$ cat config.mk
export PLATFORM = sky130hd
export DESIGN_NAME = spt_regs
export DESIGN_NICKNAME = d
export VERILOG_FILES = /design/src/shared/spt_pkg.sv /design/src/spt_sector_bits.sv /design/src/spt_regs.sv
export VERILOG_INCLUDE_DIRS = /design/src /design/src/shared
export SDC_FILE = /design/constraint.sdc
export NUM_CORES = 2
export LEC_CHECK = 0
export BUFFER_PORTS_ARGS = -buffer_cell sky130_fd_sc_hd__buf_2
export CAP_MARGIN = 20
export CORE_ASPECT_RATIO = 0.7
export CORE_MARGIN = 2
export CORE_UTILIZATION = 55
export CTS_CLUSTER_DIAMETER = 150
export DETAILED_ROUTE_END_ITERATION = 8
export HOLD_SLACK_MARGIN = 0.08
export PLACE_DENSITY = 0.71
export SYNTH_ARGS = -nofsm -noshare
export SYNTH_HDL_FRONTEND = slang
export SYNTH_HIERARCHICAL = 1
export SYNTH_SLANG_ARGS = --single-unit
$ cat constraint.sdc
create_clock -name CLK_SYS -period 14.6 [get_ports CLK_SYS]
set_input_delay 0 -clock CLK_SYS [delete_from_list [all_inputs] [get_ports CLK_SYS]]
set_output_delay 0 -clock CLK_SYS [all_outputs]
set_load 0.005 [all_outputs]
$ cat src/shared/spt_defs.svh
// Purpose: constants of the sector protect and training pattern registers
// Assumes: 256 uniform sectors, byte wide access registers
// Notes:   definitions only
`ifndef SPT_DEFS_SVH
`define SPT_DEFS_SVH

`define SPT_SECTORS        256
`define SPT_SECTOR_W       8
`define SPT_ACC_PROTECT    8'h00
`define SPT_ACC_OPEN       8'hFF
`define SPT_PERS_RESET     1'b1
`define SPT_DYN_RESET      1'b1
`define SPT_LOCK_RSV_RESET 7'h00
`define SPT_NVP_RESET      8'h00
`define SPT_ADVP_MODEL_A   16'hFE7F
`define SPT_ADVP_MODEL_B   16'hFE4F
`define SPT_ADVP_PWD_BIT   2
`define SPT_ARRAY_ERASED   8'hFF
`define SPT_OTP_RANDOM_LEN 16
`define SPT_OTP_ERASED     8'hFF
`define SPT_STAT1_FACTORY  8'h00
`define SPT_CR1_FACTORY    8'h00
`define SPT_AB_FACTORY     8'h00
`define SPT_SEL_STAT1      10'h000
`define SPT_SEL_CR1        10'h001
`define SPT_SEL_AB         10'h002

`endif

$ cat src/shared/spt_pkg.sv
// Purpose: types shared by the sector protect and training pattern block
// Assumes: spt_defs.svh constants
// Notes:   command and answer carriers
package spt_pkg;

    typedef enum logic [3:0] {
        SPT_NOP      = 4'h0,
        SPT_PERS_RD  = 4'h1,
        SPT_PERS_PGM = 4'h2,
        SPT_PERS_ERS = 4'h3,
        SPT_DYN_RD   = 4'h4,
        SPT_DYN_WR   = 4'h5,
        SPT_LOCK_RD  = 4'h6,
        SPT_LOCK_WR  = 4'h7,
        SPT_NVP_RD   = 4'h8,
        SPT_NVP_PGM  = 4'h9,
        SPT_VP_RD    = 4'hA,
        SPT_VP_WR    = 4'hB,
        SPT_ASP_RD   = 4'hC,
        SPT_ASP_PGM  = 4'hD,
        SPT_OTP_RD   = 4'hE,
        SPT_FACT_RD  = 4'hF
    } spt_op_e;

    typedef struct packed {
        logic          valid;
        spt_op_e       op;
        logic [7:0]    sector;
        logic [9:0]    addr;
        logic [15:0]   wdata;
    } spt_cmd_s;

    typedef struct packed {
        logic          valid;
        logic          err;
        logic [15:0]   rdata;
    } spt_resp_s;

endpackage : spt_pkg

$ cat src/spt_sector_bits.sv
// Purpose: per sector persistent and dynamic protection bits
// Assumes: one sector addressed per cycle
// Notes:   persistent bits survive RST, only nv_rst restores them
`timescale 1ns/100ps
`include "spt_defs.svh"
module spt_sector_bits (
    input  wire logic                      clk,
    input  wire logic                      rst,
    input  wire logic                      nv_rst,
    input  wire logic [`SPT_SECTOR_W-1:0]  sector,
    input  wire logic                      pers_pgm,
    input  wire logic                      pers_ers,
    input  wire logic                      dyn_wr,
    input  wire logic                      dyn_val,
    output logic      [`SPT_SECTORS-1:0]   pers_v,
    output logic      [`SPT_SECTORS-1:0]   dyn_v
);

    genvar g;
    generate
        for (g = 0; g < `SPT_SECTORS; g = g + 1) begin : g_sec
            wire hit = (sector == (`SPT_SECTOR_W)'(g));
            // bulk erase reopens every sector at once
            always_ff @(posedge clk or posedge nv_rst) begin
                if (nv_rst) begin
                    pers_v[g] <= `SPT_PERS_RESET;
                end else if (pers_ers) begin
                    pers_v[g] <= 1'b1;
                end else if (pers_pgm && hit) begin
                    pers_v[g] <= 1'b0;
                end
            end
            always_ff @(posedge clk or posedge rst) begin
                if (rst) begin
                    dyn_v[g] <= `SPT_DYN_RESET;
                end else if (dyn_wr && hit) begin
                    dyn_v[g] <= dyn_val;
                end
            end
        end
    endgenerate

endmodule : spt_sector_bits

$ cat src/spt_regs.sv
// Purpose: sector protect bits, array lock and training pattern registers
// Assumes: commands come from logic on CLK_SYS; NV_RST marks factory state
// Notes:   one answer per command, one cycle after it
`timescale 1ns/100ps
`include "spt_defs.svh"
module spt_regs #(
    parameter logic [15:0]  ADVP_FACTORY = `SPT_ADVP_MODEL_A,
    parameter logic [127:0] OTP_RANDOM   = 128'h5A3C_96E1_0F87_D24B_1E69_C3A5_7B20_E4D8
) (
    input  wire logic              CLK_SYS,
    input  wire logic              RST,
    input  wire logic              NV_RST,
    input  wire spt_pkg::spt_cmd_s CMD,
    input  wire logic [7:0]        PROT_SECTOR,
    input  wire logic              PATTERN_EN,
    output spt_pkg::spt_resp_s     RESP,
    output logic                   PROT_BLOCKED,
    output logic                   LOCK_STATE,
    output logic                   PATTERN_DRIVE,
    output logic [7:0]             PATTERN_OUT
);

    logic                     lock_q;
    logic                     init_q;
    logic [7:0]               nvp_q;
    logic                     nvp_used_q;
    logic [7:0]               vp_q;
    logic [15:0]              advp_q;
    logic [`SPT_SECTORS-1:0]  pers_v;
    logic [`SPT_SECTORS-1:0]  dyn_v;
    spt_pkg::spt_resp_s       resp_q;
    logic                     prot_q;
    logic                     pdrv_q;
    logic [7:0]               pout_q;

    wire [7:0] wd = CMD.wdata[7:0];
    wire       go = CMD.valid;
    wire       is_pers_rd  = go && (CMD.op == spt_pkg::SPT_PERS_RD);
    wire       is_pers_pgm = go && (CMD.op == spt_pkg::SPT_PERS_PGM);
    wire       is_pers_ers = go && (CMD.op == spt_pkg::SPT_PERS_ERS);
    wire       is_dyn_rd   = go && (CMD.op == spt_pkg::SPT_DYN_RD);
    wire       is_dyn_wr   = go && (CMD.op == spt_pkg::SPT_DYN_WR);
    wire       is_lock_rd = go && (CMD.op == spt_pkg::SPT_LOCK_RD);
    wire       is_lock_wr = go && (CMD.op == spt_pkg::SPT_LOCK_WR);
    wire       is_nvp_rd  = go && (CMD.op == spt_pkg::SPT_NVP_RD);
    wire       is_nvp_pgm = go && (CMD.op == spt_pkg::SPT_NVP_PGM);
    wire       is_vp_rd   = go && (CMD.op == spt_pkg::SPT_VP_RD);
    wire       is_vp_wr   = go && (CMD.op == spt_pkg::SPT_VP_WR);
    wire       is_asp_rd  = go && (CMD.op == spt_pkg::SPT_ASP_RD);
    wire       is_asp_pgm = go && (CMD.op == spt_pkg::SPT_ASP_PGM);
    wire       is_otp_rd  = go && (CMD.op == spt_pkg::SPT_OTP_RD);
    wire       is_fact_rd = go && (CMD.op == spt_pkg::SPT_FACT_RD);
    wire       is_nop     = go && (CMD.op == spt_pkg::SPT_NOP);

    wire pwd_mode  = ~advp_q[`SPT_ADVP_PWD_BIT];
    wire acc_legal = (wd == `SPT_ACC_PROTECT) || (wd == `SPT_ACC_OPEN);
    // persistent program only writes the protecting value; erase reopens all
    wire pers_pgm_go = is_pers_pgm && lock_q && (wd == `SPT_ACC_PROTECT);
    wire pers_ers_go = is_pers_ers && lock_q;
    wire dyn_wr_go   = is_dyn_wr && acc_legal && !init_q;
    wire nvp_pgm_go = is_nvp_pgm && !nvp_used_q;
    wire vp_wr_go   = is_vp_wr && !init_q;

    wire refused = (is_pers_pgm && !pers_pgm_go) || (is_pers_ers && !pers_ers_go)
                || (is_dyn_wr && !dyn_wr_go) || (is_nvp_pgm && !nvp_pgm_go)
                || (is_vp_wr && !vp_wr_go) || is_nop;

    // commands can only clear lock; RST clears it too, and it is set again only when advp_q bit 2 is set
    wire lock_d = init_q ? ~pwd_mode
                : (is_lock_wr && !wd[0]) ? 1'b0 : lock_q;

    wire [7:0] sel_pers = pers_v[CMD.sector] ? `SPT_ACC_OPEN : `SPT_ACC_PROTECT;
    wire [7:0] sel_dyn  = dyn_v[CMD.sector] ? `SPT_ACC_OPEN : `SPT_ACC_PROTECT;
    wire [7:0] sel_lock = {`SPT_LOCK_RSV_RESET, lock_q};
    wire       otp_rnd  = (CMD.addr < 10'(`SPT_OTP_RANDOM_LEN));
    wire [6:0] otp_bit  = {CMD.addr[3:0], 3'h0};
    wire [7:0] sel_otp  = otp_rnd ? OTP_RANDOM[otp_bit +: 8] : `SPT_OTP_ERASED;
    wire [7:0] sel_fact = (CMD.addr == `SPT_SEL_STAT1) ? `SPT_STAT1_FACTORY
                        : (CMD.addr == `SPT_SEL_CR1) ? `SPT_CR1_FACTORY
                        : (CMD.addr == `SPT_SEL_AB)  ? `SPT_AB_FACTORY
                        : `SPT_ARRAY_ERASED;
    wire [15:0] rd_data = is_pers_rd ? {8'h00, sel_pers}
                        : is_dyn_rd  ? {8'h00, sel_dyn}
                        : is_lock_rd ? {8'h00, sel_lock}
                        : is_nvp_rd  ? {8'h00, nvp_q}
                        : is_vp_rd   ? {8'h00, vp_q}
                        : is_asp_rd  ? advp_q
                        : is_otp_rd  ? {8'h00, sel_otp}
                        : is_fact_rd ? {8'h00, sel_fact}
                        : 16'h0000;

    wire blocked_d = ~pers_v[PROT_SECTOR] | ~dyn_v[PROT_SECTOR];

    spt_sector_bits u_spt_sector_bits (
        .clk      (CLK_SYS),
        .rst      (RST),
        .nv_rst   (NV_RST),
        .sector   (CMD.sector),
        .pers_pgm (pers_pgm_go),
        .pers_ers (pers_ers_go),
        .dyn_wr   (dyn_wr_go),
        .dyn_val  (wd[0]),
        .pers_v   (pers_v),
        .dyn_v    (dyn_v)
    );

    // nonvolatile state: survives RST, restored to factory by NV_RST
    always_ff @(posedge CLK_SYS or posedge NV_RST) begin
        if (NV_RST) begin
            nvp_q      <= `SPT_NVP_RESET;
            nvp_used_q <= 1'b0;
            advp_q     <= ADVP_FACTORY;
        end else begin
            if (nvp_pgm_go) begin
                nvp_q      <= wd;
                nvp_used_q <= 1'b1;
            end
            // otp bits only move from one to zero
            if (is_asp_pgm) begin
                advp_q <= advp_q & CMD.wdata;
            end
        end
    end

    // mode depends on advp_q, so lock and pattern load one cycle after release
    always_ff @(posedge CLK_SYS or posedge RST) begin
        if (RST) begin
            init_q <= 1'b1;
            lock_q <= 1'b0;
            vp_q   <= `SPT_NVP_RESET;
        end else begin
            init_q <= 1'b0;
            lock_q <= lock_d;
            vp_q   <= init_q ? nvp_q : (vp_wr_go ? wd : vp_q);
        end
    end

    always_ff @(posedge CLK_SYS or posedge RST) begin
        if (RST) begin
            resp_q <= '0;
            prot_q <= 1'b1;
            pdrv_q <= 1'b0;
            pout_q <= 8'h00;
        end else begin
            resp_q <= '{valid: go, err: refused, rdata: rd_data};
            prot_q <= blocked_d;
            pdrv_q <= PATTERN_EN;
            pout_q <= vp_q;
        end
    end

    assign RESP          = resp_q;
    assign PROT_BLOCKED  = prot_q;
    assign LOCK_STATE    = lock_q;
    assign PATTERN_DRIVE = pdrv_q;
    assign PATTERN_OUT   = pout_q;

    lock_refuse_a: assert property (@(posedge CLK_SYS) disable iff (RST)
        (is_pers_pgm || is_pers_ers) && !lock_q |=> RESP.err && $stable(pers_v))
        else $error("persistent bits changed while locked");

    lock_init_a: assert property (@(posedge CLK_SYS) disable iff (RST)
        init_q |=> (lock_q == advp_q[`SPT_ADVP_PWD_BIT]) && !init_q)
        else $error("lock bit wrong after reset");

    lock_rsv_a: assert property (@(posedge CLK_SYS) disable iff (RST)
        is_lock_rd |=> RESP.valid && (RESP.rdata[7:1] == 7'h00))
        else $error("lock reserved bits not zero");

    pers_prog_a: assert property (@(posedge CLK_SYS) disable iff (RST)
        pers_pgm_go && (PROT_SECTOR == CMD.sector)
        |=> !pers_v[$past(CMD.sector)] ##1 PROT_BLOCKED)
        else $error("persistent program did not protect");

    pers_erase_a: assert property (@(posedge CLK_SYS) disable iff (RST)
        pers_ers_go |=> (&pers_v) && !RESP.err)
        else $error("persistent erase did not reopen sectors");

    dyn_clear_a: assert property (@(posedge CLK_SYS) disable iff (RST)
        dyn_wr_go && (wd == `SPT_ACC_PROTECT) && (PROT_SECTOR == CMD.sector)
        |=> !dyn_v[$past(CMD.sector)] ##1 PROT_BLOCKED)
        else $error("dynamic clear did not protect");

    dyn_set_a: assert property (@(posedge CLK_SYS) disable iff (RST)
        dyn_wr_go && (wd == `SPT_ACC_OPEN) |=> dyn_v[$past(CMD.sector)])
        else $error("dynamic set did not unprotect");

    vp_load_a: assert property (@(posedge CLK_SYS) disable iff (RST)
        init_q |=> (vp_q == $past(nvp_q)) ##1 (PATTERN_OUT == $past(nvp_q, 2)))
        else $error("volatile pattern not loaded");

    pat_drive_a: assert property (@(posedge CLK_SYS) disable iff (RST)
        PATTERN_EN |=> PATTERN_DRIVE && (PATTERN_OUT == $past(vp_q)))
        else $error("pattern not delivered");

    prot_map_a: assert property (@(posedge CLK_SYS) disable iff (RST)
        1'b1 |=> PROT_BLOCKED == $past(blocked_d))
        else $error("sector protect status wrong");

    cov_lock_refuse: cover property (@(posedge CLK_SYS) disable iff (RST)
        is_pers_pgm && !lock_q);
    cov_dyn_cycle: cover property (@(posedge CLK_SYS) disable iff (RST)
        (dyn_wr_go && !wd[0]) ##[1:20] (dyn_wr_go && wd[0]));
    cov_vp_write: cover property (@(posedge CLK_SYS) disable iff (RST)
        vp_wr_go ##1 PATTERN_EN);

endmodule : spt_regs

== Yosys cells after proc, flatten, opt, wreduce, memory -nomap -nowiden ==
Cells that the tools add are included.

* Flip-flop bits (word level): 575
* Logic and storage cells: 2160

* $lt $le $gt $ge: 3
* Equality and inequality tests: 273
* Shifts and indexed selects: 1
* Muxes and demuxes: 538
* Bitwise operators: 4
* Reductions and logical operators: 817

{| class="wikitable"
|+ Operators by type and width
! kind !! count
|-
| 8-bit equality test (second input constant) || 129
|-
| 1-bit logical AND || 541
|-
| 1-bit 2-to-1 mux || 518
|-
| 2-bit nonzero test || 258
|-
| 8-bit by 7-bit equality test with 1-bit output (second input constant) || 64
|-
| 8-bit by 6-bit equality test with 1-bit output (second input constant) || 32
|-
| 8-bit by 5-bit equality test with 1-bit output (second input constant) || 16
|-
| 128-bit by 8-bit indexed part select with 8-bit output (first input constant) || 1
|-
| 16-bit 2-to-1 mux || 6
|-
| 8-bit 2-to-1 mux || 10
|-
| 8-bit by 4-bit equality test with 1-bit output (second input constant) || 8
|-
| 1-bit binary-select mux with 8-bit select || 4
|-
| 4-bit equality test (second input constant) || 8
|-
| 8-bit by 3-bit equality test with 1-bit output (second input constant) || 4
|-
| 8-bit by 9-bit < comparator with 1-bit output (second input constant) || 2
|-
| 16-bit bitwise AND || 1
|-
| 4-bit by 3-bit equality test with 1-bit output (second input constant) || 4
|-
| 8-bit by 2-bit equality test with 1-bit output (second input constant) || 2
|-
| 8-bit logical NOT || 2
|-
| 10-bit by 1-bit equality test with 1-bit output (second input constant) || 1
|-
| 10-bit by 2-bit equality test with 1-bit output (second input constant) || 1
|-
| 10-bit logical NOT || 1
|-
| 10-bit by 5-bit < comparator with 1-bit output (second input constant) || 1
|-
| 4-bit by 2-bit equality test with 1-bit output (second input constant) || 2
|-
| 7 further kinds || 20
|}

== Logic depth before layout (Yosys ltp) ==
* Depth after elaboration: 12
* Gate-level depth with buffers: 12
* Gate-level depth less buffers: 8

== Cells and area by module ==
The synthesis kept the hierarchy.

{| class="wikitable"
|+ Modules (own cells, without submodules)
! module !! instances !! cells each !! area each (um^2)
|-
| spt_sector_bits || 1 || 1812 || 22509.1
|-
| spt_regs || 1 || 1162 || 10348.7
|}

== Worst setup path before layout ==
OpenSTA, ideal clock, no wires.

* Kind: input -> register
* Start: in CMD[26] (netlist bit)
* End: reg resp_q, in the netlist RESP[7]
* Setup time: 0.139 ns
* Data arrival time: 2.293 ns
* Path slack: 12.168 ns
* Cell stages on the path: 9
* Path buffers: 4
* Cells stage by stage: buf_6 buf_6 buf_2 buf_2 mux4_2 a2111oi_0 nor4b_1 a2111oi_4 o21ai_2

* Longest elaborated chain between the ends: 5

{| class="wikitable"
|+ RTL lines
! item !! RTL line !! source
|-
| start, declared || spt_regs.sv:13 || <nowiki>input wire spt_pkg::spt_cmd_s CMD,</nowiki>
|-
| 1-bit binary-select mux with 8-bit select || spt_regs.sv:73 || <nowiki>wire [7:0] sel_dyn = dyn_v[CMD.sector] ? `SPT_ACC_OPEN : `SPT_ACC_PROTECT;</nowiki>
|-
| 1-bit 2-to-1 mux (not written as such) || spt_regs.sv:73 ||
|-
| 8-bit 2-to-1 mux (no line) || n/a ||
|-
| 16-bit 2-to-1 mux || spt_regs.sv:83 || <nowiki>: is_dyn_rd ? {8'h00, sel_dyn}</nowiki>
|-
| 16-bit 2-to-1 mux * || spt_regs.sv:82 || <nowiki>wire [15:0] rd_data = is_pers_rd ? {8'h00, sel_pers}</nowiki>
|-
| via rd_data[7] || spt_regs.sv:82 ||
|-
| end signal, assigned || spt_regs.sv:145 || <nowiki>resp_q <= '{valid: go, err: refused, rdata: rd_data};</nowiki>
|-
| end, declared || spt_regs.sv:31 || <nowiki>spt_pkg::spt_resp_s resp_q;</nowiki>
|}

The timed path passes the listed nets; every way through them passes the cells marked *. The select of a mux whose other input is x is not followed.
A chain may end at the register's enable or synchronous reset.

== Final worst setup path ==
* Start: in PROT_SECTOR[2]
* End: reg prot_q, in the netlist PROT_BLOCKED

* Longest elaborated chain between the ends: 4

{| class="wikitable"
|+ RTL lines
! item !! RTL line !! source
|-
| start, declared || spt_regs.sv:14 || <nowiki>input wire logic [7:0] PROT_SECTOR,</nowiki>
|-
| 1-bit binary-select mux with 8-bit select || spt_regs.sv:92 || <nowiki>wire blocked_d = ~pers_v[PROT_SECTOR] | ~dyn_v[PROT_SECTOR];</nowiki>
|-
| 1-bit 2-to-1 mux (not written as such) || spt_regs.sv:92 ||
|-
| 1-bit NOT || spt_regs.sv:92 ||
|-
| 1-bit OR * || spt_regs.sv:92 ||
|-
| via blocked_d || spt_regs.sv:92 ||
|-
| end signal, assigned || spt_regs.sv:146 || <nowiki>prot_q <= blocked_d;</nowiki>
|-
| end, declared || spt_regs.sv:32 || <nowiki>logic prot_q;</nowiki>
|}

Marks and branches as above.

==> impl_metrics.toml <==
[floorplanning]
start_util_pct = 56.0
dieArea_sq_um = 61700
num_rows = 74
die_y_um = 208
pin_count = 80
fp.dieW_um = 296
core_area_sq_um = 58700

[critical_path]
reg2reg_to = "PROT_BLOCKED"
cp_top_family = "buffers and inverters"
crit_arrival_ns = 4.49
r2r-start = "u_spt_sector_bits/pers_v[135]"
startpoint_type = "input port"
crit_cells = 9
endpoint = "PROT_BLOCKED"
cp-end-kind = "flop"
cp.required_ns = 15.17
crit_slowest_cell = "o21ai_0"
worstRegToRegCells = 9
path_cells = "buf_2 > buf_4 > inv_2 > mux4_2 > o21ai_0 > o31a_1 > dlygate4sd3_1 > a41o_1 > dlygate4sd3_1"
reg2reg_slack_ns = 10.88
critPathBufInv = 5
worstSetupPathType = "input port to flop"
critPathMaxStageDelay_ns = 0.73
cp_common_cell = "dlygate4sd3_1"
cp_max_fo = 41
crit_start = "PROT_SECTOR[2]"

[timing]
tightest_slew_ns = 1.21
fin_crit_ns = 3.92
hold_viol_final = 0
tns_ns = 0
rsz0062_at_grt = "no"
slew_violations = 0
fmax_mhz = 255
maxSlewHeadroom_pct = 19.1
fin_worst_skew_ns = 0.0166
period_share_pct = 26.8
setup_ws_ns = 10.68
setup_viol = 0

[detailed_routing]
first_pass_iters = 6
via_per_inst = 7.18
num_vias = 26800
routedWlPerCell_um = 29.1
wl_um = 108000
drc = 0
drtAntennaViolNets = 0
dr.first_iter.drc_count = 3710

[power]
p_total_uw = 3550
ir_drop_uv = 102
power.density_nw_per_um2 = 99.4
leakage_uw = 0.0146

[final_layout]
layout.cells.non_filler = 3726
area_growth_syn_to_layout_pct = 8.77
final_core_util_pct = 60.9
nets = 2941
layout-drive-gt1-share_pct = 42.3
fillCellCount = 4704

[placement]
dp_hpwl_um = 64600
place_congestion = 0.936
post-place-ws_ns = 10.37
io_buffers = 79
placed_cells = 3575

[flow_run]
cap_violations = 0

[clocking]
clockRootBuffer = "clkbuf_16"
clk_latency_ns = 0.64
cts_buffer_depth = 3
h-tree-depth = 2
cts_tree = "built"
post_cts.repair.setup_buffers = 0
numClockSinks = 575
cts_made_buffers = 56
cts_resized = 0
clk_pin_slew_ns = 0.06

[synthesis]
netlist_instances = 2974
ys_async_sr_fraction_pct = 100
synth_edf_count = 0
yosysTopAreaCellShare_pct = 42.2
synthFlopType = "dfstp_2"
synth_cell_types = 85
synth.ff_latch_count = 575
synth_common_cells = "528 x dfstp_2, 442 x nand3_1, 273 x mux2_2"
ys_seq_area_share_pct = 45.8
synth_warnings = 6
synth_area_leaders = "dfstp_2 42%, mux2_2 9.4%, mux4_2 8.5%, nand3_1 6.7%, a21o_1 5.9%"
yosysTopAreaCell = "dfstp_2"
syn_area_sq_um = 32900
syn_area_per_cell_sq_um = 11.0
yosysMostFrequentCell = "dfstp_2"
syn_nets = 3032

[min_path]
hp-class = "input port to asynchronous set/reset pin"

[global_routing]
antenna_found_initial = 3
grt_pass1_vias = 26300
grt_max_degree = 212
grt_pass1_wl_um = 166000
gr-total-overflow = 0
track_usage_pct = 35.0

[run_status]
status = "complete, no violations"
[worst min-delay path by stage]
stage          slack, ns  depth (start not counted)            end
4_1_cts             0.08                          4       RESP[13]
3_5_place_dp        0.11                          1  PATTERN_DRIVE
5_1_grt             0.14                          4       RESP[13]
3_3_place_gp        0.11                          1  PATTERN_DRIVE
6_report            0.08                          4  PATTERN_DRIVE
2_1_floorplan       0.02                          1      advp_q[7]
[sequential cells by signal (all words and copies together) (netlist names)]
register                  flops
LOCK_STATE                    1
nvp_q                         8
advp_q                       16
PROT_BLOCKED                  1
u_spt_sector_bits/pers_v    256
nvp_used_q                    1
RESP                         18
PATTERN_DRIVE                 1
u_spt_sector_bits/dyn_v     256
PATTERN_OUT                   8
vp_q                          8
init_q                        1
[placed cells by master (no fill, tap or decap), drive strengths merged, types with 47 or more instances in the layout]
cell type    n
mux4       130
buf        137
dfrtp       47
nand2      191
a21o       257
o21ai       90
clkbuf      88
mux2       281
nand3      442
dfstp      528
mux2i       58
nor3       203
[worst register-to-register path, stage by stage (launching register included)]
cell           delay, ns
dfstp_2             0.38
and3_1              0.15
a311oi_1            0.31
a31oi_1             0.09
mux4_2              0.50
o21ai_0             0.73
o31a_1              0.19
dlygate4sd3_1       0.55
a41o_1              0.19
dlygate4sd3_1       0.58
[routing by layer]
layer | GRT usage [%] | up-vias | part of all wire, %
met2 | 47.9 | 1895 | 41
met1 | 51.9 | 13700 | 41
met3 | 11.7 | 302 | 14
met4 | 11.3 | 2 | 3.6
met5 | 0 | - | 0.012
li1 | - | 10900 | -
[kinds of logic after synthesis]
logic type	share of synthesized area [%]
mux	20.4
fa+ha+maj	0.267
buf+inv	4.63
flops	45.8
other cells	0.0114
compound gates	12.5
simple gates	16.4
[layout make-up]
class	instances	area, sq um	share of cell area, %
multi-input cells	2051	16400	45.8
flip-flops and latches	575	15000	42.1
clock buffers	87	1670	4.67
repair buffers	181	1390	3.89
well taps	798	998	2.79
clock inverters	15	186	0.522
inverters	18	82.6	0.231
diodes	1	2.50	0.00700
[where the power goes]
group | switching (uW) | total (uW) | internal [uW]
combinational | 246 | 354 | 108
clock | 647 | 1500 | 854
sequential | 35.1 | 1700 | 1660
[repair_timing]
| item | CTS | global route |
|---|---|---|
| hold endpoints to repair | 200 | 0 |
| hold buffers | 43 | 0 |
| endpoints found under the setup margin | 0 | 0 |
[through the flow]
stage / cell area [sq um] / hold slack (ns)
after global routing: 35700 / 0.138
after global placement: 33300 / 0.110
after detailed placement: 33300 / 0.112
after CTS: 35600 / 0.0834
final: 35700 / 0.0752
after floorplan: 32900 / 0.0169
Note: power is estimated with default switching activity, not from simulation.
